**src/hw/wpsr_pkg.sv**
```systemverilog
package wpsr_pkg;

  // ---------------------------------------------------------------
  // Timing
  // ---------------------------------------------------------------
  localparam int unsigned CLK_HZ        = 10_000_000;
  localparam int unsigned TICK_MS       = 1;
  localparam int unsigned TICK_CYCLES   = CLK_HZ / 1000 * TICK_MS;
  localparam int unsigned DELAY_MAX_MS  = 127;
  localparam int unsigned DELAY_W       = 7;
  localparam int unsigned WDT_CODE_W    = 4;
  localparam int unsigned WDT_CNT_W     = 16;
  localparam int unsigned COLD_DLY_MS   = 100;
  localparam logic [7:0]  PWROFF_KEY    = 8'h5A;

  // ---------------------------------------------------------------
  // Pin functions and modes
  // ---------------------------------------------------------------
  localparam logic [2:0] PIN4_FN_KICK   = 3'h3;

  typedef enum logic [1:0] {
    BUCK_DIS_FORCED_PWM_MODE, BUCK_DIS_AUTO, BUCK_DIS_RES_RAMP, BUCK_DIS_RES_ONLY
  } wpsr_buck_dis_type;

  typedef enum logic {
    LIN_DIS_RES_RAMP, LIN_DIS_RES_ONLY
  } wpsr_lin_dis_type;

  typedef enum logic [3:0] {
    ST_STANDBY, ST_POWERUP, ST_ACTIVE, ST_POWERDOWN, ST_SLEEP,
    ST_WAKE, ST_IORESET, ST_FAULT, ST_COLDWAIT
  } wpsr_state_type;

  // Watchdog control bundle
  typedef struct packed {
    logic                  enable;
    logic                  pdSelect;
    logic                  rstSelect;
    logic [2:0]            pin4Func;
    logic [WDT_CODE_W-1:0] code;
  } wpsr_wdt_cfg_type;

  typedef struct packed {
    logic latched;
    logic live;
  } wpsr_wdt_err_type;

endpackage : wpsr_pkg

```
**src/hw/wpsr_sequencer.sv**
```systemverilog
`timescale 1ns/100ps
module wpsr_sequencer
  import wpsr_pkg::*;
#(
  parameter int unsigned RAILS      = 9,
  parameter int unsigned RESET_PINS = 2,
  parameter int unsigned TICK_DIV   = TICK_CYCLES
) (
  // Clock and reset
  input  wire logic                       clk,
  input  wire logic                       srst,
  // Pins
  input  wire logic                       powerRequestIn,
  input  wire logic                       watchdogKickInN,
  output logic                            intOutN,
  output logic [RESET_PINS-1:0]           resetOut,
  output logic                            railGoodOutput,
  // Configuration
  input  wire wpsr_wdt_cfg_type           wdtCfg,
  input  wire logic                       wdtIntMask,
  input  wire logic [RAILS*DELAY_W-1:0]   railOnDelay,
  input  wire logic [RAILS*DELAY_W-1:0]   railOffDelay,
  input  wire logic [RESET_PINS*DELAY_W-1:0] rstOnDelay,
  input  wire logic [RESET_PINS*DELAY_W-1:0] rstOffDelay,
  input  wire logic [RAILS-1:0]           railFault,
  input  wire logic [RAILS-1:0]           railFaultShutdown,
  input  wire logic [RAILS-1:0]           railSoftStartDone,
  input  wire logic                       sleepRequest,
  input  wire wpsr_buck_dis_type          buckDisMode,
  input  wire wpsr_lin_dis_type           linDisMode,
  // Software strobes
  input  wire logic                       keyWrite,
  input  wire logic [7:0]                 keyValue,
  input  wire logic                       warmWrite,
  input  wire logic                       coldWrite,
  input  wire logic                       errClearWrite,
  // Status and rail control
  output wpsr_wdt_err_type                wdtErr,
  output logic                            warmBit,
  output logic                            coldBit,
  output logic [RAILS-1:0]                railEnable,
  output logic                            dischargeEnable,
  output logic                            dischargeRamp,
  output logic                            dischargeFpwm,
  output wpsr_state_type                  seqState
);

  // ---------------------------------------------------------------
  // Input edges
  // ---------------------------------------------------------------
  logic kickQ, pwrQ;
  wire  wdtOn     = wdtCfg.enable && (wdtCfg.pin4Func == PIN4_FN_KICK);
  wire  kickFall  = kickQ && !watchdogKickInN && wdtOn;
  wire  pwrRise   = powerRequestIn && !pwrQ;
  wire  pwrFall   = !powerRequestIn && pwrQ;

  // ---------------------------------------------------------------
  // Millisecond tick and timeout table
  // ---------------------------------------------------------------
  logic [23:0] divQ;
  wire  tick = (divQ == 24'(TICK_DIV - 1));
  logic [WDT_CNT_W-1:0] wdtLimit;
  always_comb begin
    wdtLimit = WDT_CNT_W'(16'h0040) << wdtCfg.code[3:1];
    if (wdtCfg.code[0]) begin
      wdtLimit = wdtLimit + (wdtLimit >> 1);
    end
  end

  // ---------------------------------------------------------------
  // Watchdog
  // ---------------------------------------------------------------
  wpsr_state_type stateQ, stateD;
  logic [WDT_CNT_W-1:0] wdtCntQ;
  logic wdtRunQ, clrOkQ;
  wire  pdMode    = wdtCfg.pdSelect;
  wire  rstMode   = wdtCfg.rstSelect && !wdtCfg.pdSelect;
  wire  wdtExpire = wdtOn && wdtRunQ && tick && (wdtCntQ >= wdtLimit - 1'b1);
  wire  inStandby = (stateQ == ST_STANDBY);
  wire  clearOk   = pdMode ? (stateQ == ST_FAULT) : clrOkQ;
  wire  errClear  = errClearWrite && clearOk && wdtErr.latched;

  always_ff @(posedge clk) begin
    if (srst) begin
      kickQ   <= 1'b1;
      pwrQ    <= 1'b0;
      divQ    <= '0;
      wdtCntQ <= '0;
      wdtRunQ <= 1'b0;
      clrOkQ  <= 1'b0;
      wdtErr  <= '0;
    end else begin
      kickQ <= watchdogKickInN;
      pwrQ  <= powerRequestIn;
      // Tick phase restarts with each state so delays count from entry
      divQ  <= (tick || stateD != stateQ) ? '0 : divQ + 1'b1;
      if (stateD == ST_STANDBY) begin
        wdtRunQ <= 1'b0;
        wdtCntQ <= '0;
      end else if (stateQ == ST_STANDBY && stateD == ST_POWERUP) begin
        wdtRunQ <= 1'b1;
        wdtCntQ <= '0;
      end else if (wdtExpire) begin
        wdtRunQ <= 1'b0;
      end else if (kickFall && !(pdMode && wdtErr.latched)) begin
        wdtRunQ <= 1'b1;
        wdtCntQ <= '0;
      end else if (errClear && pdMode) begin
        wdtRunQ <= 1'b1;
        wdtCntQ <= '0;
      end else if (wdtRunQ && tick) begin
        wdtCntQ <= wdtCntQ + 1'b1;
      end
      // Kick or release opens the clear window; expiry closes it
      if (wdtExpire) begin
        clrOkQ <= 1'b0;
      end else if (kickFall || pwrFall) begin
        clrOkQ <= 1'b1;
      end
      // Set beats clear
      if (wdtExpire) begin
        wdtErr <= '{latched: 1'b1, live: 1'b1};
      end else if (errClear) begin
        wdtErr <= '0;
      end else if (kickFall && rstMode) begin
        wdtErr.live <= 1'b0;
      end
    end
  end
  assign intOutN = !(wdtErr.latched && !wdtIntMask);

  // ---------------------------------------------------------------
  // Sequencer state
  // ---------------------------------------------------------------
  logic [DELAY_W:0] msQ;
  logic [DELAY_W:0] coldQ;
  logic keyHit, anyShut, offDone, offToFault, warmQ, coldQ2;
  logic railHoldQ;
  assign keyHit  = keyWrite && (keyValue == PWROFF_KEY);
  assign anyShut = |(railFault & railSoftStartDone & railFaultShutdown);
  assign offDone = tick && (msQ >= (DELAY_W+1)'(DELAY_MAX_MS));

  always_comb begin
    stateD = stateQ;
    unique case (stateQ)
      ST_STANDBY: begin
        if (coldQ2 && coldQ >= (DELAY_W+1)'(COLD_DLY_MS)) begin
          stateD = ST_POWERUP;
        end else if (pwrRise && !coldQ2) begin
          stateD = ST_POWERUP;
        end
      end
      ST_POWERUP:   stateD = ST_ACTIVE;
      ST_ACTIVE: begin
        if (anyShut || (wdtExpire && pdMode)) begin
          stateD = ST_POWERDOWN;
        end else if (wdtExpire && rstMode) begin
          stateD = ST_IORESET;
        end else if (keyHit || coldWrite || pwrFall) begin
          stateD = ST_POWERDOWN;
        end else if (warmWrite) begin
          stateD = ST_IORESET;
        end else if (sleepRequest) begin
          stateD = ST_SLEEP;
        end
      end
      ST_SLEEP: begin
        if (wdtExpire || !sleepRequest) begin
          stateD = ST_WAKE;
        end
      end
      ST_WAKE:      stateD = ST_ACTIVE;
      ST_IORESET:   stateD = ST_ACTIVE;
      ST_POWERDOWN: begin
        if (offDone) begin
          stateD = offToFault ? ST_FAULT : ST_STANDBY;
        end
      end
      ST_FAULT: begin
        if (errClear) begin
          stateD = ST_POWERUP;
        end
      end
      default:      stateD = ST_STANDBY;
    endcase
  end

  always_ff @(posedge clk) begin
    if (srst) begin
      stateQ     <= ST_STANDBY;
      msQ        <= '0;
      coldQ      <= '0;
      offToFault <= 1'b0;
      warmQ      <= 1'b0;
      coldQ2     <= 1'b0;
      railHoldQ  <= 1'b0;
    end else begin
      stateQ <= stateD;
      // Rails stay up through warm reset, sleep and their return
      if (stateD == ST_STANDBY || stateD == ST_POWERDOWN) begin
        railHoldQ <= 1'b0;
      end else if (stateQ == ST_ACTIVE && stateD != ST_ACTIVE) begin
        railHoldQ <= 1'b1;
      end
      // Time base restarts on entry to every state, including active and powerdown
      if (stateD != stateQ) begin
        msQ <= '0;
      end else if (tick && msQ <= (DELAY_W+1)'(DELAY_MAX_MS)) begin
        msQ <= msQ + 1'b1;
      end
      if (stateQ == ST_STANDBY && coldQ2 && tick) begin
        coldQ <= coldQ + 1'b1;
      end else if (stateQ != ST_STANDBY) begin
        coldQ <= '0;
      end
      if (stateQ == ST_ACTIVE && stateD == ST_POWERDOWN) begin
        offToFault <= anyShut || wdtExpire;
      end
      // Reset bits clear once the sequence completes
      if (warmWrite) begin
        warmQ <= 1'b1;
      end else if (stateQ == ST_ACTIVE && msQ > (DELAY_W+1)'(DELAY_MAX_MS)) begin
        warmQ <= 1'b0;
      end
      if (coldWrite) begin
        coldQ2 <= 1'b1;
      end else if (stateQ == ST_ACTIVE && msQ > (DELAY_W+1)'(DELAY_MAX_MS)) begin
        coldQ2 <= 1'b0;
      end
    end
  end
  assign warmBit  = warmQ;
  assign coldBit  = coldQ2;
  assign seqState = stateQ;

  // ---------------------------------------------------------------
  // Rails and reset pins
  // ---------------------------------------------------------------
  wire onPhase  = (stateQ == ST_ACTIVE) || (stateQ == ST_SLEEP) ||
                  (stateQ == ST_WAKE) ||
                  (stateQ == ST_IORESET && railHoldQ);
  wire offPhase = (stateQ == ST_POWERDOWN);
  for (genvar r = 0; r < RAILS; r++) begin : gRail
    wire [DELAY_W:0] onD  = {1'b0, railOnDelay[r*DELAY_W +: DELAY_W]};
    wire [DELAY_W:0] offD = {1'b0, railOffDelay[r*DELAY_W +: DELAY_W]};
    assign railEnable[r] = (onPhase && (msQ >= onD || railHoldQ)) ||
                           (offPhase && msQ < offD);
  end
  for (genvar p = 0; p < RESET_PINS; p++) begin : gRst
    wire [DELAY_W:0] onD  = {1'b0, rstOnDelay[p*DELAY_W +: DELAY_W]};
    wire [DELAY_W:0] offD = {1'b0, rstOffDelay[p*DELAY_W +: DELAY_W]};
    assign resetOut[p] = !((stateQ == ST_ACTIVE && msQ >= onD) ||
                           stateQ == ST_SLEEP || stateQ == ST_WAKE ||
                           (offPhase && msQ < offD));
  end
  assign railGoodOutput = onPhase &&
                          !(|(railFault & railSoftStartDone));

  // ---------------------------------------------------------------
  // Discharge
  // ---------------------------------------------------------------
  assign dischargeEnable = (stateQ == ST_POWERDOWN) ||
                           (stateQ == ST_ACTIVE);
  assign dischargeRamp   = (buckDisMode != BUCK_DIS_RES_ONLY) ||
                           (linDisMode == LIN_DIS_RES_RAMP);
  assign dischargeFpwm   = (buckDisMode == BUCK_DIS_FORCED_PWM_MODE);

  // ---------------------------------------------------------------
  // Checks
  // ---------------------------------------------------------------
  chk_wdt_standby_off: assert property (@(posedge clk) disable iff (srst)
    stateQ == ST_STANDBY |=> !wdtRunQ || stateQ != ST_STANDBY)
    else $error("watchdog running in standby");
  chk_expire_flags: assert property (@(posedge clk) disable iff (srst)
    wdtExpire |=> wdtErr.latched && wdtErr.live)
    else $error("expiry did not set flags");
  chk_int_low: assert property (@(posedge clk) disable iff (srst)
    wdtErr.latched && !wdtIntMask |-> !intOutN)
    else $error("interrupt not driven low");
  chk_sleep_wake: assert property (@(posedge clk) disable iff (srst)
    stateQ == ST_SLEEP && wdtExpire |=> stateQ == ST_WAKE ##1
    stateQ == ST_ACTIVE)
    else $error("sleep expiry did not wake");
  chk_rst_halt: assert property (@(posedge clk) disable iff (srst)
    wdtExpire && rstMode |=> !wdtRunQ)
    else $error("counter not halted");
  chk_pd_priority: assert property (@(posedge clk) disable iff (srst)
    stateQ == ST_ACTIVE && wdtExpire && pdMode |=> stateQ == ST_POWERDOWN)
    else $error("power-down not taken");
  chk_pd_clear_block: assert property (@(posedge clk) disable iff (srst)
    pdMode && wdtErr.latched && stateQ != ST_FAULT && !wdtExpire
    |=> wdtErr.latched)
    else $error("error cleared before fault");
  chk_start_pwr: assert property (@(posedge clk) disable iff (srst)
    stateQ == ST_STANDBY && pwrRise && !coldQ2 |=> stateQ == ST_POWERUP
    ##1 stateQ == ST_ACTIVE)
    else $error("power request ignored");
  chk_discharge_gate: assert property (@(posedge clk) disable iff (srst)
    stateQ == ST_POWERUP || stateQ == ST_IORESET |-> !dischargeEnable)
    else $error("discharge during startup");
  chk_kick_ignored: assert property (@(posedge clk) disable iff (srst)
    !wdtOn |-> !kickFall)
    else $error("kick accepted while off");
  chk_warm_rails: assert property (@(posedge clk) disable iff (srst)
    stateQ == ST_IORESET && railHoldQ |-> &railEnable)
    else $error("rails dropped in warm reset");
  chk_cold_standby: assert property (@(posedge clk) disable iff (srst)
    stateQ == ST_POWERDOWN && offDone && !offToFault |=> stateQ == ST_STANDBY)
    else $error("power-off did not reach standby");

endmodule : wpsr_sequencer

```
**config.mk**
```make
export PLATFORM = sky130hd
export DESIGN_NAME = wpsr_sequencer
export DESIGN_NICKNAME = d
export VERILOG_FILES = /design/src/hw/wpsr_pkg.sv /design/src/hw/wpsr_sequencer.sv
export SDC_FILE = /design/constraint.sdc
export NUM_CORES = 1
export LEC_CHECK = 0
export ABC_CLOCK_PERIOD_IN_PS = 8700
export BUFFER_PORTS_ARGS = -buffer_cell sky130_fd_sc_hd__buf_4
export CORE_ASPECT_RATIO = 1.5
export CORE_MARGIN = 3
export CORE_UTILIZATION = 54
export CTS_BUF_LIST = sky130_fd_sc_hd__clkbuf_4 sky130_fd_sc_hd__clkbuf_8 sky130_fd_sc_hd__clkbuf_16
export CTS_CLUSTER_DIAMETER = 60
export DETAILED_ROUTE_END_ITERATION = 12
export PLACE_DENSITY_LB_ADDON = 0.05
export SLEW_MARGIN = 0
export SYNTH_ARGS = -nofsm -noshare
export SYNTH_HDL_FRONTEND = slang
export SYNTH_SLANG_ARGS = --single-unit
```
**constraint.sdc**
```tcl
create_clock -name clk -period 8.7 [get_ports clk]
set_input_delay 1.74 -clock clk [delete_from_list [all_inputs] [get_ports clk]]
set_output_delay 1.74 -clock clk [all_outputs]
set_load 0.01 [all_outputs]
```
# ---- Word-level counts from Yosys, hierarchy flattened
# Index checks and enable logic that the tools add are counted.
dict set report classes {
  n_addsub 6
  n_mul 0
  div_mod_pow 0
  order_cmp 27
  n_eq_ne 15
  n_shift 1
  mux 30
  n_bitwise 4
  reduce_logical 124
}
# cell count
set ops {}
lappend ops {{8-bit by 7-bit greater-or-equal comparator with 1-bit output} 11}
lappend ops {{8-bit by 7-bit less-than comparator with 1-bit output} 11}
lappend ops {{16-bit two-way mux} 4}
lappend ops {{1-bit logical AND} 54}
lappend ops {{4-bit two-way mux} 10}
lappend ops {{1-bit logical OR} 37}
lappend ops {{24-bit by 1-bit adder with 24-bit output, second input constant} 1}
lappend ops {{24-bit by 14-bit == test with 1-bit output, second input constant} 1}
lappend ops {{4-bit one-hot mux with 6 select lines} 1}
lappend ops {{9-bit AND} 2}
lappend ops {{9-bit OR reduction} 2}
lappend ops {{16-bit by 1-bit adder with 16-bit output, second input constant} 1}
lappend ops {{16-bit by 15-bit adder with 16-bit output} 1}
lappend ops {{8-bit by 1-bit adder with 8-bit output, second input constant} 2}
lappend ops {{4-bit by 3-bit == test with 1-bit output, second input constant} 4}
lappend ops {{16-bit greater-or-equal comparator} 1}
lappend ops {{8-bit by 7-bit greater-or-equal comparator with 1-bit output, second input constant} 2}
lappend ops {{8-bit two-way mux} 2}
lappend ops {{7-bit by 3-bit left shift with 16-bit output, first input constant} 1}
lappend ops {{16-bit by 1-bit subtractor with 16-bit output, second input constant} 1}
lappend ops {{4-bit by 2-bit == test with 1-bit output, second input constant} 3}
lappend ops {{1-bit zero test} 12}
lappend ops {{1-bit two-way mux} 11}
lappend ops {{2-bit OR reduction} 5}
lappend ops {{other kinds (18)} 27}
dict set report totals {
  ff_bits 70
  latch_bits 0
  ramBits 0
  mem_bits_ro 0
  input_bits 212
  n_memories 0
}

# ---- Longest topological paths before layout
# Gate-level depths: netlist of run 1.
dict set report depth {
  ltp_word 13
  depth_mapped 23
  ltp_nobuf 21
}

# ---- Worst setup path before layout of run 1
# OpenSTA, ideal clock, no wires.
dict set report synth_path {
  kind {input -> register}
  startpoint {input port wdtCfg[2] (netlist name)}
  endpoint {register wdtCntQ[11]}
  setup_ns 0.118
  t_arrival_ns 6.650
  required_ns 8.582
  path_slack_ns 1.932
  stages 23
  path_buffers 3
  path_cell_list {clkbuf_1 buf_1 nor3_1 ha_1 ha_1 nor2_1 nand2_1 a21oi_1 a31oi_1 nor2_1 inv_1 nor3_1 xnor2_1 ha_1 a21o_1 a21o_1 a221o_1 o21a_4 buf_2 nor4_1 nand3_1 a21oi_1 nor2_4}
}
dict set report synth_between {
  elab_chain_cells 13
}
# item line
set synth_rtl {}
lappend synth_rtl {{start, declared} wpsr_sequencer.sv:19} ;# input wire wpsr_wdt_cfg_type wdtCfg,
lappend synth_rtl {{7-bit by 3-bit left shift with 16-bit output *} wpsr_sequencer.sv:64} ;# wdtLimit = WDT_CNT_W'(16'h0040) << wdtCfg.code[3:1];
lappend synth_rtl {{16-bit by 15-bit adder with 16-bit output} wpsr_sequencer.sv:66} ;# wdtLimit = wdtLimit + (wdtLimit >> 1);
lappend synth_rtl {{16-bit two-way mux *} wpsr_sequencer.sv:65} ;# if (wdtCfg.code[0]) begin
lappend synth_rtl {{16-bit by 1-bit subtractor with 16-bit output *} wpsr_sequencer.sv:78} ;# wire wdtExpire = wdtOn && wdtRunQ && tick && (wdtCntQ >= wdtLimit - 1'b1);
lappend synth_rtl {{16-bit greater-or-equal comparator *} wpsr_sequencer.sv:78}
lappend synth_rtl {{1-bit logical AND *} wpsr_sequencer.sv:78}
lappend synth_rtl {{1-bit logical AND, on equally long branches} {wpsr_sequencer.sv:157, wpsr_sequencer.sv:155}}
lappend synth_rtl {{4-bit two-way mux or 1-bit logical OR (tied branches)} {wpsr_sequencer.sv:157, wpsr_sequencer.sv:155}}
lappend synth_rtl {{4-bit two-way mux} wpsr_sequencer.sv:155} ;# if (anyShut || (wdtExpire && pdMode)) begin
lappend synth_rtl {{4-bit one-hot mux with 6 select lines} wpsr_sequencer.sv:145} ;# unique case (stateQ)
lappend synth_rtl {{4-bit by 1-bit == test with 1-bit output} wpsr_sequencer.sv:100} ;# end else if (stateQ == ST_STANDBY && stateD == ST_POWERUP) begin
lappend synth_rtl {{1-bit logical AND} wpsr_sequencer.sv:100}
lappend synth_rtl {{3-bit OR reduction (no line)} -}
lappend synth_rtl {{end signal, assigned} wpsr_sequencer.sv:112} ;# wdtCntQ <= wdtCntQ + 1'b1;
lappend synth_rtl {{end, declared} wpsr_sequencer.sv:74} ;# logic [WDT_CNT_W-1:0] wdtCntQ;
# Every way passes the cells marked *; elsewhere a longest branch is shown, timed or not.
# A chain may end at the register's enable or synchronous reset.

# ---- Final worst setup path of run 1
# Same ends and word-level chain as after synthesis.

==> results of run 1 <==
[cell usage in the layout (no fill, tap or decap), types with 9 or more instances in the layout]
cell,n
ha_1,163
nor3_1,19
nor2_4,9
nand2b_1,30
nor2b_1,17
nand2_1,45
o21ai_0,20
nand3_1,34
buf_4,240
clkbuf_16,9
inv_1,151
dfxtp_1,70
a21o_1,105
a2111oi_0,9
xor2_1,28
o32ai_1,10
and3_1,13
nand4_1,17
a21oi_1,36
xnor2_1,24
nor2_1,81
and2_1,10
[worst register-to-register path, stage by stage, from the launching register on]
cell	delay (ns)
dfxtp_1	1.04
and4_1	0.35
a31oi_1	0.13
nor4_2	0.40
o211ai_1	0.14
a211oi_1	0.26
and3_1	0.30
a31o_4	0.44
a311oi_2	0.09
[where the power goes]
group          internal [W]  switching (W)  leakage [nW]  total, W
clock network      0.000195       0.000142         0.132  0.000336
registers          0.000323     0.00000226         0.566  0.000325
logic              0.000108      0.0000777          5.25  0.000186
[stage by stage]
stage | instance area (um^2) | std cells | utilization | hold WS (ns)
floorplan | 7930 | 1004 | - | 0.430
global placement | 9860 | 1409 | 0.694 | 0.459
detailed placement | 9860 | 1409 | 0.694 | 0.467
CTS | 10100 | 1425 | 0.714 | 0.475
global route | 10100 | 1425 | 0.714 | 0.506
finish | 10100 | 1425 | 0.714 | 0.472
[area by class of cell]
class	instances	area [um^2]	share of cell area
Timing Repair Buffer	240	1800	0.178
Clock inverter	6	38.8	0.00383
Multi-Input combinational cell	756	5850	0.577
Tap cell	192	240	0.0237
Inverter	151	567	0.0560
Sequential cell	70	1400	0.138
Clock buffer	10	233	0.0230
[flip-flops by register name, summed over array words and instances, names as in the netlist]
name,count
railHoldQ,1
wdtCntQ,16
pwrQ,1
msQ,8
coldQ,8
warmBit,1
seqState,4
wdtErr,2
offToFault,1
wdtRunQ,1
clrOkQ,1
coldBit,1
divQ,24
kickQ,1
[cell families (layout without fill, tap and decap cells)]
group           Yosys count  in the layout  share of synthesized area
compound gates          225            225                      0.205
xor+xnor                 52             52                     0.0574
fa+ha+maj               163            163                      0.257
buf+inv                 178            407                     0.0861
flops                    70             70                      0.177
mux                       5              5                    0.00631
other cells               1              1                   0.000473
simple gates            310            310                      0.210
[worst paths after layout]
path / from / to / slack [ns] / cells after the start
worst max-delay path: wdtCfg[2] / wdtCntQ[11] / 2.11 / 21
worst min-delay path: divQ[0] / divQ[0] / 0.47 / 1
worst max register to register: msQ[5] / wdtCntQ[12] / 5.38 / 8
worst min register to register: divQ[0] / divQ[0] / 0.47 / 1
[layer usage]
metal | share of wire | vias up | GRT usage
li1 | - | 3940 | -
met1 | 0.39 | 3496 | 0.283
met2 | 0.54 | 172 | 0.515
met3 | 0.045 | 34 | 0.0455
met4 | 0.025 | 0 | 0.0863
met5 | 0 | - | 0
==> impl_metrics.tcl, run 1 <==
set metrics [dict create \
    status "completed" \
    overflow 0 \
    initial_core_util 0.559 \
    grt_max_degree 33 \
    slew_violations 0 \
    synth_cells 1004 \
    hpwl_um 18000 \
    final_antenna_net_count 0 \
    synth_edf_count 0 \
    fin_skew_ns 0.00637 \
    cts_resized 0 \
    maxCapViolCount 0 \
    p_leak_nw 5.95 \
    setup_viol 0 \
    cts_buffers 9 \
    fp.dieH_um 154 \
    cts_buffer_depth 2 \
    synth_top_flop_cell "dfxtp_1" \
    max_slew_margin 0.238 \
    endpoint_kind "flip-flop" \
    nets 1603 \
    ir_drop_v 0.000113 \
    fill_cells 1251 \
    grt_pass1_vias 7408 \
    critPathLaunchType "primary input" \
    path_max_fanout 20 \
    hp-class "flip-flop to flip-flop" \
    required_ns 8.91 \
    clock-sinks 70 \
    drc_errors 0 \
    wl_per_cell_um 15.3 \
    fin_setup_tns_ns 0 \
    yosys_warnings 0 \
    drt_wl_total_um 21800 \
    port_buffers 235 \
    core_region_area_um2 14200 \
    crit_path_top_delay_cell "nor4_1" \
    drtPass1Iterations 5 \
    syn-cell-area_um2 7930 \
    worstPathCellList "buf_4 > nor3_1 > ha_1 > ha_1 > nor2_1 > nand2_1 > a21oi_1 > a31oi_1 > nor2_1 > inv_1 > nor3_1 > xnor2_1 > ha_1 > a21o_1 > a21o_1 > a221o_1 > o21a_4 > nor4_1 > nand3_1 > a21oi_1 > nor2_4" \
    clk_latency_ns 0.33 \
    synth_nets 1379 \
    postCtsSetupBuffers 0 \
    synth_area_leaders "ha_1 (26%), dfxtp_1 (18%), a21o_1 (9.9%)" \
    grt_antenna_before_repair 0 \
    hold_viol 0 \
    diodes 0 \
    critPathTopFamily "simple AND/OR/NAND/NOR gates" \
    crit_type "primary input to flip-flop" \
    die_area_um2 16200 \
    synth_top_area_frac 0.257 \
    clockRootBuffer "clkbuf_16" \
    syn_area_per_cell_um2 7.90 \
    yosysTopAreaCell "ha_1" \
    path_clk_slew_ns 0.06 \
    synth_cell_type_count 65 \
    fin_total_pwr_w 0.000848 \
    num_rows 53 \
    cts_tree "yes" \
    grt_setup_unrepaired "no" \
    synth.most_common_cell "ha_1" \
    yosysSeqAreaShare 0.177 \
    timing.final.crit_share 0.758 \
    slowest_delay_ns 0.87 \
    path_common_cell "ha_1" \
    cp_num_buf_inv 2 \
    finalCriticalPeriod_ns 6.59 \
    grt_usage 0.264 \
    ys_ff_latch 70 \
    crit_arrival_ns 6.80 \
    max_freq_mhz 152 \
    die_x_um 105 \
    drive_gt1_frac 0.227 \
    place_ws_ns 1.77 \
    postLayoutSetupSlackWorst_ns 2.11 \
    area_growth_pct 27.7 \
    place_congestion 0.871 \
    grt_first_pass_wirelength_um 35300 \
    tightest_slew_ns 1.13 \
    synthTopCellsByCount "ha_1 (163), inv_1 (151), a21o_1 (105)" \
    powerDensity_nw_per_um2 83.7 \
    num_vias 7642 \
    async_flop_share 0 \
    pin_count 236 \
    htree_levels 3 \
    drtIter0Drc 354 \
    cts-hold-fix-buffers 0 \
    viasPerCell 5.36 \
]
No activity file was read; power rests on OpenSTA's default activity.
==> inputs of run 2 (changes only) <==
--- a/config.mk
+++ b/config.mk
@@ -5,11 +5,11 @@
 export SDC_FILE = /design/constraint.sdc
 export NUM_CORES = 1
 export LEC_CHECK = 0
-export ABC_CLOCK_PERIOD_IN_PS = 8700
+export ABC_CLOCK_PERIOD_IN_PS = 5500
 export BUFFER_PORTS_ARGS = -buffer_cell sky130_fd_sc_hd__buf_4
 export CORE_ASPECT_RATIO = 1.5
 export CORE_MARGIN = 3
-export CORE_UTILIZATION = 54
+export CORE_UTILIZATION = 49
 export CTS_BUF_LIST = sky130_fd_sc_hd__clkbuf_4 sky130_fd_sc_hd__clkbuf_8 sky130_fd_sc_hd__clkbuf_16
 export CTS_CLUSTER_DIAMETER = 60
 export DETAILED_ROUTE_END_ITERATION = 12
==> constraint.sdc (replaced) <==
create_clock -name clk -period 5.5 [get_ports clk]
set_input_delay 1.1 -clock clk [delete_from_list [all_inputs] [get_ports clk]]
set_output_delay 1.1 -clock clk [all_outputs]
set_load 0.01 [all_outputs]
==> run 2 against run 1 <==
Non-clock buffer count rose by 24. Cell area rose by 3.5%. Register-to-register slack got worse by 3.1 ns. Critical path depth up 2. Die area is 9.7% higher. First-iteration DRC count fell by 1.4%. Clock-buffer cell count is the same. Clock skew rose by 0.0014 ns. Clock power is 100% higher. Highest routed layer unchanged.
==> impl_metrics.tcl, run 2 (synthesized netlist as in run 1, its figures left out) <==
set metrics [dict create \
    crit_type "primary input to flip-flop" \
    grt_max_degree 33 \
    timing.final.crit_share 0.949 \
    final_antenna_net_count 0 \
    use_met1 0.286 \
    grt_util_met2 0.477 \
    drt_wl_total_um 23200 \
    path_clk_slew_ns 0.06 \
    diodes 0 \
    switching_power_w 0.000362 \
    stdcell_count 1460 \
    wl_per_cell_um 15.9 \
    busiest_layer "met2" \
    dpl.cell_count 1439 \
    final_util 0.665 \
    cts-hold-fix-buffers 0 \
    r2r_cells 9 \
    num_vias 7803 \
    max_slew_margin 0.444 \
    clk_latency_ns 0.33 \
    cts_tree "yes" \
    htree_levels 3 \
    clockRootBuffer "clkbuf_16" \
    max_freq_mhz 192 \
    reg.largest.list "divQ: 24 flops, wdtCntQ: 16 flops" \
    ir_drop_v 0.000190 \
    endpoint_kind "flip-flop" \
    critPathLaunchType "primary input" \
    grt_pass1_vias 7419 \
    mostFrequentLayoutCell "buf_4" \
    setup_viol 0 \
    drtPass1Iterations 7 \
    crit_arrival_ns 5.49 \
    fin_skew_ns 0.00773 \
    startpoint "wdtCfg[1]" \
    cts_buffer_depth 2 \
    r2r_slack_ns 2.33 \
    grt_usage 0.253 \
    final_cell_mix "buf_4 (263), ha_1 (161), inv_1 (151)" \
    drive_gt1_frac 0.248 \
    p_leak_nw 6.11 \
    drtIter0Drc 349 \
    nets 1627 \
    clock-sinks 70 \
    hpwl_um 19200 \
    finalCriticalPeriod_ns 5.22 \
    initial_core_util 0.503 \
    use_met3 0.0414 \
    num_rows 56 \
    largest_reg_flops 24 \
    grt_first_pass_wirelength_um 35800 \
    viasPerCell 5.34 \
    grt_antenna_before_repair 0 \
    hold_viol 0 \
    overflow 0 \
    crit_end "wdtCntQ[14]" \
    reg2reg_to "wdtCntQ[14]" \
    power.clock.fraction 0.456 \
    core_region_area_um2 15800 \
    drc_errors 0 \
    path_max_fanout 11 \
    fin_setup_tns_ns 0 \
    status "completed" \
    power.internal_w 0.00115 \
    seq_power_share 0.341 \
    pin_count 236 \
    area_growth_pct 32.1 \
    min_from "divQ[0]" \
    maxCapViolCount 0 \
    slew_violations 0 \
    cts_buffers 9 \
    port_buffers 235 \
    top_register "divQ" \
    die_area_um2 17800 \
    hp-class "flip-flop to flip-flop" \
    combPwrFrac 0.204 \
    reg2reg_from "divQ[12]" \
    p_sw_frac 0.240 \
    tightest_slew_ns 0.814 \
    die_x_um 110 \
    fp.dieH_um 162 \
    fill_cells 1427 \
    place_congestion 0.893 \
    powerDensity_nw_per_um2 144 \
    required_ns 5.77 \
]
[run 2: area by class of cell]
class                   instances  area [um^2]  share of cell area
multi-input cells             756         5910               0.564
repair buffers                264         1990               0.190
flip-flops and latches         70         1400               0.134
inverters                     151          567              0.0541
well taps                     203          254              0.0242
clock buffers                  10          239              0.0228
clock inverters                 6          116              0.0111
[run 2: worst min path at each step]
| stage | slack, ns | end | depth (start not counted) |
|---|---|---|---|
| 2_1_floorplan | 0.43 | divQ[0] | 1 |
| 3_3_place_gp | 0.47 | divQ[0] | 1 |
| 3_5_place_dp | 0.47 | divQ[0] | 1 |
| 4_1_cts | 0.50 | divQ[0] | 1 |
| 5_1_grt | 0.52 | wdtCntQ[14] | 2 |
| 6_report | 0.49 | divQ[0] | 1 |
[run 2: per-stage QoR]
step                power (W)  hold WS (ns)  worst slack [ns]  cell area (um^2)
finish                0.00151         0.492             0.279             10500
global route          0.00158         0.524           -0.0493             10500
CTS                   0.00152         0.498             0.318             10400
detailed placement   0.000831         0.474           -0.0378             10100
global placement     0.000825         0.467            0.0445             10100
floorplan            0.000669         0.430           0.00552              7960
[run 2: power groups by stage]
stage	logic, W	clock network [W]	registers (W)
CTS	0.000307	0.000695	0.000515
floorplan	0.000144	0	0.000525
global route	0.000345	0.000719	0.000515
detailed placement	0.000306	0	0.000526
finish	0.000308	0.000688	0.000515
global placement	0.000299	0	0.000525
[run 2: critical path, stage by stage]
cell     delay [ns]
buf_4          0.16
inv_1          0.08
nor3_1         0.21
ha_2           0.23
ha_2           0.27
nor2_1         0.13
nand2_1        0.09
a21oi_1        0.14
a31oi_1        0.07
nor2_2         0.18
inv_1          0.10
nor3_4         0.22
xnor2_1        0.14
ha_1           0.26
a21o_1         0.18
a21o_1         0.17
a221o_1        0.34
o21a_4         0.27
buf_4          0.18
nor4_2         0.37
nand3_1        0.16
or2_2          0.30
a21oi_1        0.14
[run 2: metal layers]
metal,part of all wire,up-vias
li1,-,3990
met1,0.40,3548
met2,0.51,236
met3,0.070,29
met4,0.018,0
met5,0,-
[run 2: what timing repair did]
action | CTS | global route
resized for setup | 0 | 6
buffers inserted | 0 | 5
setup endpoints to repair | 0 | 20
==> inputs of run 3 (changes only) <==
--- a/config.mk
+++ b/config.mk
@@ -5,8 +5,9 @@
 export SDC_FILE = /design/constraint.sdc
 export NUM_CORES = 1
 export LEC_CHECK = 0
+export ABC_AREA = 1
 export ABC_CLOCK_PERIOD_IN_PS = 5500
-export BUFFER_PORTS_ARGS = -buffer_cell sky130_fd_sc_hd__buf_4
+export BUFFER_PORTS_ARGS = -buffer_cell sky130_fd_sc_hd__buf_2
 export CORE_ASPECT_RATIO = 1.5
 export CORE_MARGIN = 3
 export CORE_UTILIZATION = 49
==> run 3 against run 2 <==
Global-route usage down 0.12 points. Critical path type unchanged. Synthesized area up 7.2%. Flip-flop and latch count unchanged. Wire length up 2.6%. Non-clock buffer count down 24. Maximum frequency up 8.0%. Synthesized cell count up 28%. Register-to-register slack worse by 0.04 ns. Worst hold slack worse by 0.012 ns. Cell area down 1.9%. Clock skew down 0.0025 ns. Total power down 2.3%.
==> impl_metrics.tcl, run 3 <==
set metrics [dict create \
    synth_top_area_frac 0.240 \
    ff_latch_area_um2 1400 \
    path_max_fanout 24 \
    final_util 0.608 \
    initial_core_util 0.503 \
    synth_area_leaders "ha_1 (24%), dfxtp_1 (16%), inv_1 (14%)" \
    final_antenna_net_count 0 \
    largest_reg_flops 24 \
    clk_latency_ns 0.34 \
    place_congestion 0.887 \
    grt_pass1_vias 8522 \
    wl_per_cell_um 13.7 \
    die_area_um2 19000 \
    drtPass1Iterations 7 \
    max_slew_margin 0.214 \
    num_rows 58 \
    crit_path_top_delay_cell "buf_6" \
    cts-hold-fix-buffers 0 \
    cts_resized 0 \
    crit_arrival_ns 5.05 \
    grt_usage 0.252 \
    overflow 0 \
    p_leak_nw 5.76 \
    startpoint "wdtCfg[2]" \
    finalCriticalPeriod_ns 4.83 \
    ir_drop_v 0.000177 \
    synth.most_common_cell "inv_1" \
    crit_type "primary input to flip-flop" \
    slowest_delay_ns 0.38 \
    reg2reg_to "divQ[5]" \
    die_x_um 114 \
    tightest_slew_ns 1.18 \
    yosysTopAreaCell "ha_1" \
    setup_viol 0 \
    fp.dieH_um 167 \
    maxCapViolCount 0 \
    yosysSeqAreaShare 0.165 \
    fill_cells 1752 \
    synthTopCellsByCount "inv_1 (314), nand2_1 (191), ha_1 (163)" \
    grt_max_degree 27 \
    postCtsSetupBuffers 0 \
    clock-sinks 70 \
    synth_cell_type_count 48 \
    multiInputGateArea_um2 5840 \
    reg2reg_from "msQ[1]" \
    drc_errors 0 \
    final_cell_mix "inv_1 (314), buf_2 (235), nand2_1 (191)" \
    reg.largest.list "divQ: 24 flops, wdtCntQ: 16 flops" \
    syn-cell-area_um2 8500 \
    fin_setup_tns_ns 0 \
    hp-class "flip-flop to flip-flop" \
    htree_levels 3 \
    drtIter0Drc 351 \
    hpwl_um 19900 \
    viasPerCell 5.00 \
    drive_gt1_frac 0.208 \
    async_flop_share 0 \
    area_growth_pct 20.9 \
    yosys_warnings 0 \
    nets 1903 \
    core_region_area_um2 16900 \
    timing.final.crit_share 0.879 \
    grt_setup_unrepaired "no" \
    r2r_cells 14 \
    port_buffers 235 \
    mostFrequentLayoutCell "inv_1" \
    ys_ff_latch 70 \
    cts_buffers 9 \
    fin_skew_ns 0.00523 \
    synth_top_flop_cell "dfxtp_1" \
    num_vias 8715 \
    crit_end "divQ[5]" \
    cts_buffer_depth 2 \
    clockRootBuffer "clkbuf_16" \
    pin_count 236 \
    r2r_slack_ns 2.29 \
    endpoint_kind "flip-flop" \
    synth_nets 1662 \
    critPathLaunchType "primary input" \
    cts_tree "yes" \
    synth_edf_count 0 \
    hold_viol 0 \
    status "completed" \
    powerDensity_nw_per_um2 144 \
    drt_wl_total_um 23800 \
    path_clk_slew_ns 0.06 \
    synth_cells 1287 \
    max_freq_mhz 207 \
    timing.hold.ws_ns 0.479 \
    slew_violations 0 \
    required_ns 5.71 \
    grt_first_pass_wirelength_um 39000 \
    grt_antenna_before_repair 2 \
    syn_area_per_cell_um2 6.61 \
    top_register "divQ" \
]
run 3: changes by cell type after synthesis, sizes merged, moves of 30 or more:
cell | before | now
inv | 151 | 318
nand2 | 45 | 203
a21o | 105 | 1
nor2 | 91 | 154
o21ai | 21 | 64
nor3 | 19 | 56
nand2b | 30 | 0
run 3: worst min-delay path by stage:
stage / start / endpoint / cells after the start
2_1_floorplan: offToFault / offToFault / 2
3_3_place_gp: warmBit / warmBit / 2
3_5_place_dp: divQ[0] / divQ[0] / 1
4_1_cts: divQ[0] / divQ[0] / 1
5_1_grt: offToFault / offToFault / 2
6_report: divQ[0] / divQ[0] / 1
run 3: kinds of logic after synthesis:
logic type	after synthesis	share of synthesized area
mux	1	0.00118
xor+xnor	42	0.0433
compound gates	172	0.116
buf+inv	328	0.149
flops	70	0.165
simple gates	510	0.286
other cells	1	0.000441
fa+ha+maj	163	0.240
run 3: where the power goes:
part	switching, W	total (W)	internal (W)
clock	0.000220	0.000688	0.000467
sequential	0.00000495	0.000517	0.000512
combinational	0.000150	0.000271	0.000121
total	0.000375	0.00148	0.00110
run 3: layout make-up:
class	instances	share of cell area
flip-flops and latches	70	0.136
inverters	318	0.116
multi-input cells	889	0.569
clock inverters	5	0.0102
diodes	1	0.000243
clock buffers	11	0.0246
well taps	210	0.0256
repair buffers	240	0.118
run 3: metrics by stage:
stage | power, W | instances | worst slack, ns | instance area [um^2]
after floorplan | 0.000685 | 1287 | 1.08 | 8500
after global placement | 0.000793 | 1727 | 0.301 | 9920
after detailed placement | 0.000801 | 1727 | 0.159 | 9920
after CTS | 0.00149 | 1743 | 0.494 | 10300
after global routing | 0.00156 | 1744 | 0.0806 | 10300
final | 0.00148 | 1744 | 0.665 | 10300
run 3: critical path, delay by kind of cell:
family	cells	cell delay [ns]
and+or+nand+nor	24	2.33
AOI/OAI and AO/OA	2	0.33
buffers and inverters	4	0.64
adders and majority gates	3	0.60
run 3: routing by layer:
metal,global-route usage,vias to the layer above,part of all wire
met2,0.490,242,0.54
met5,0,-,0.00055
met3,0.0611,40,0.069
met1,0.258,3856,0.37
met4,0.0748,2,0.024
li1,-,4575,-
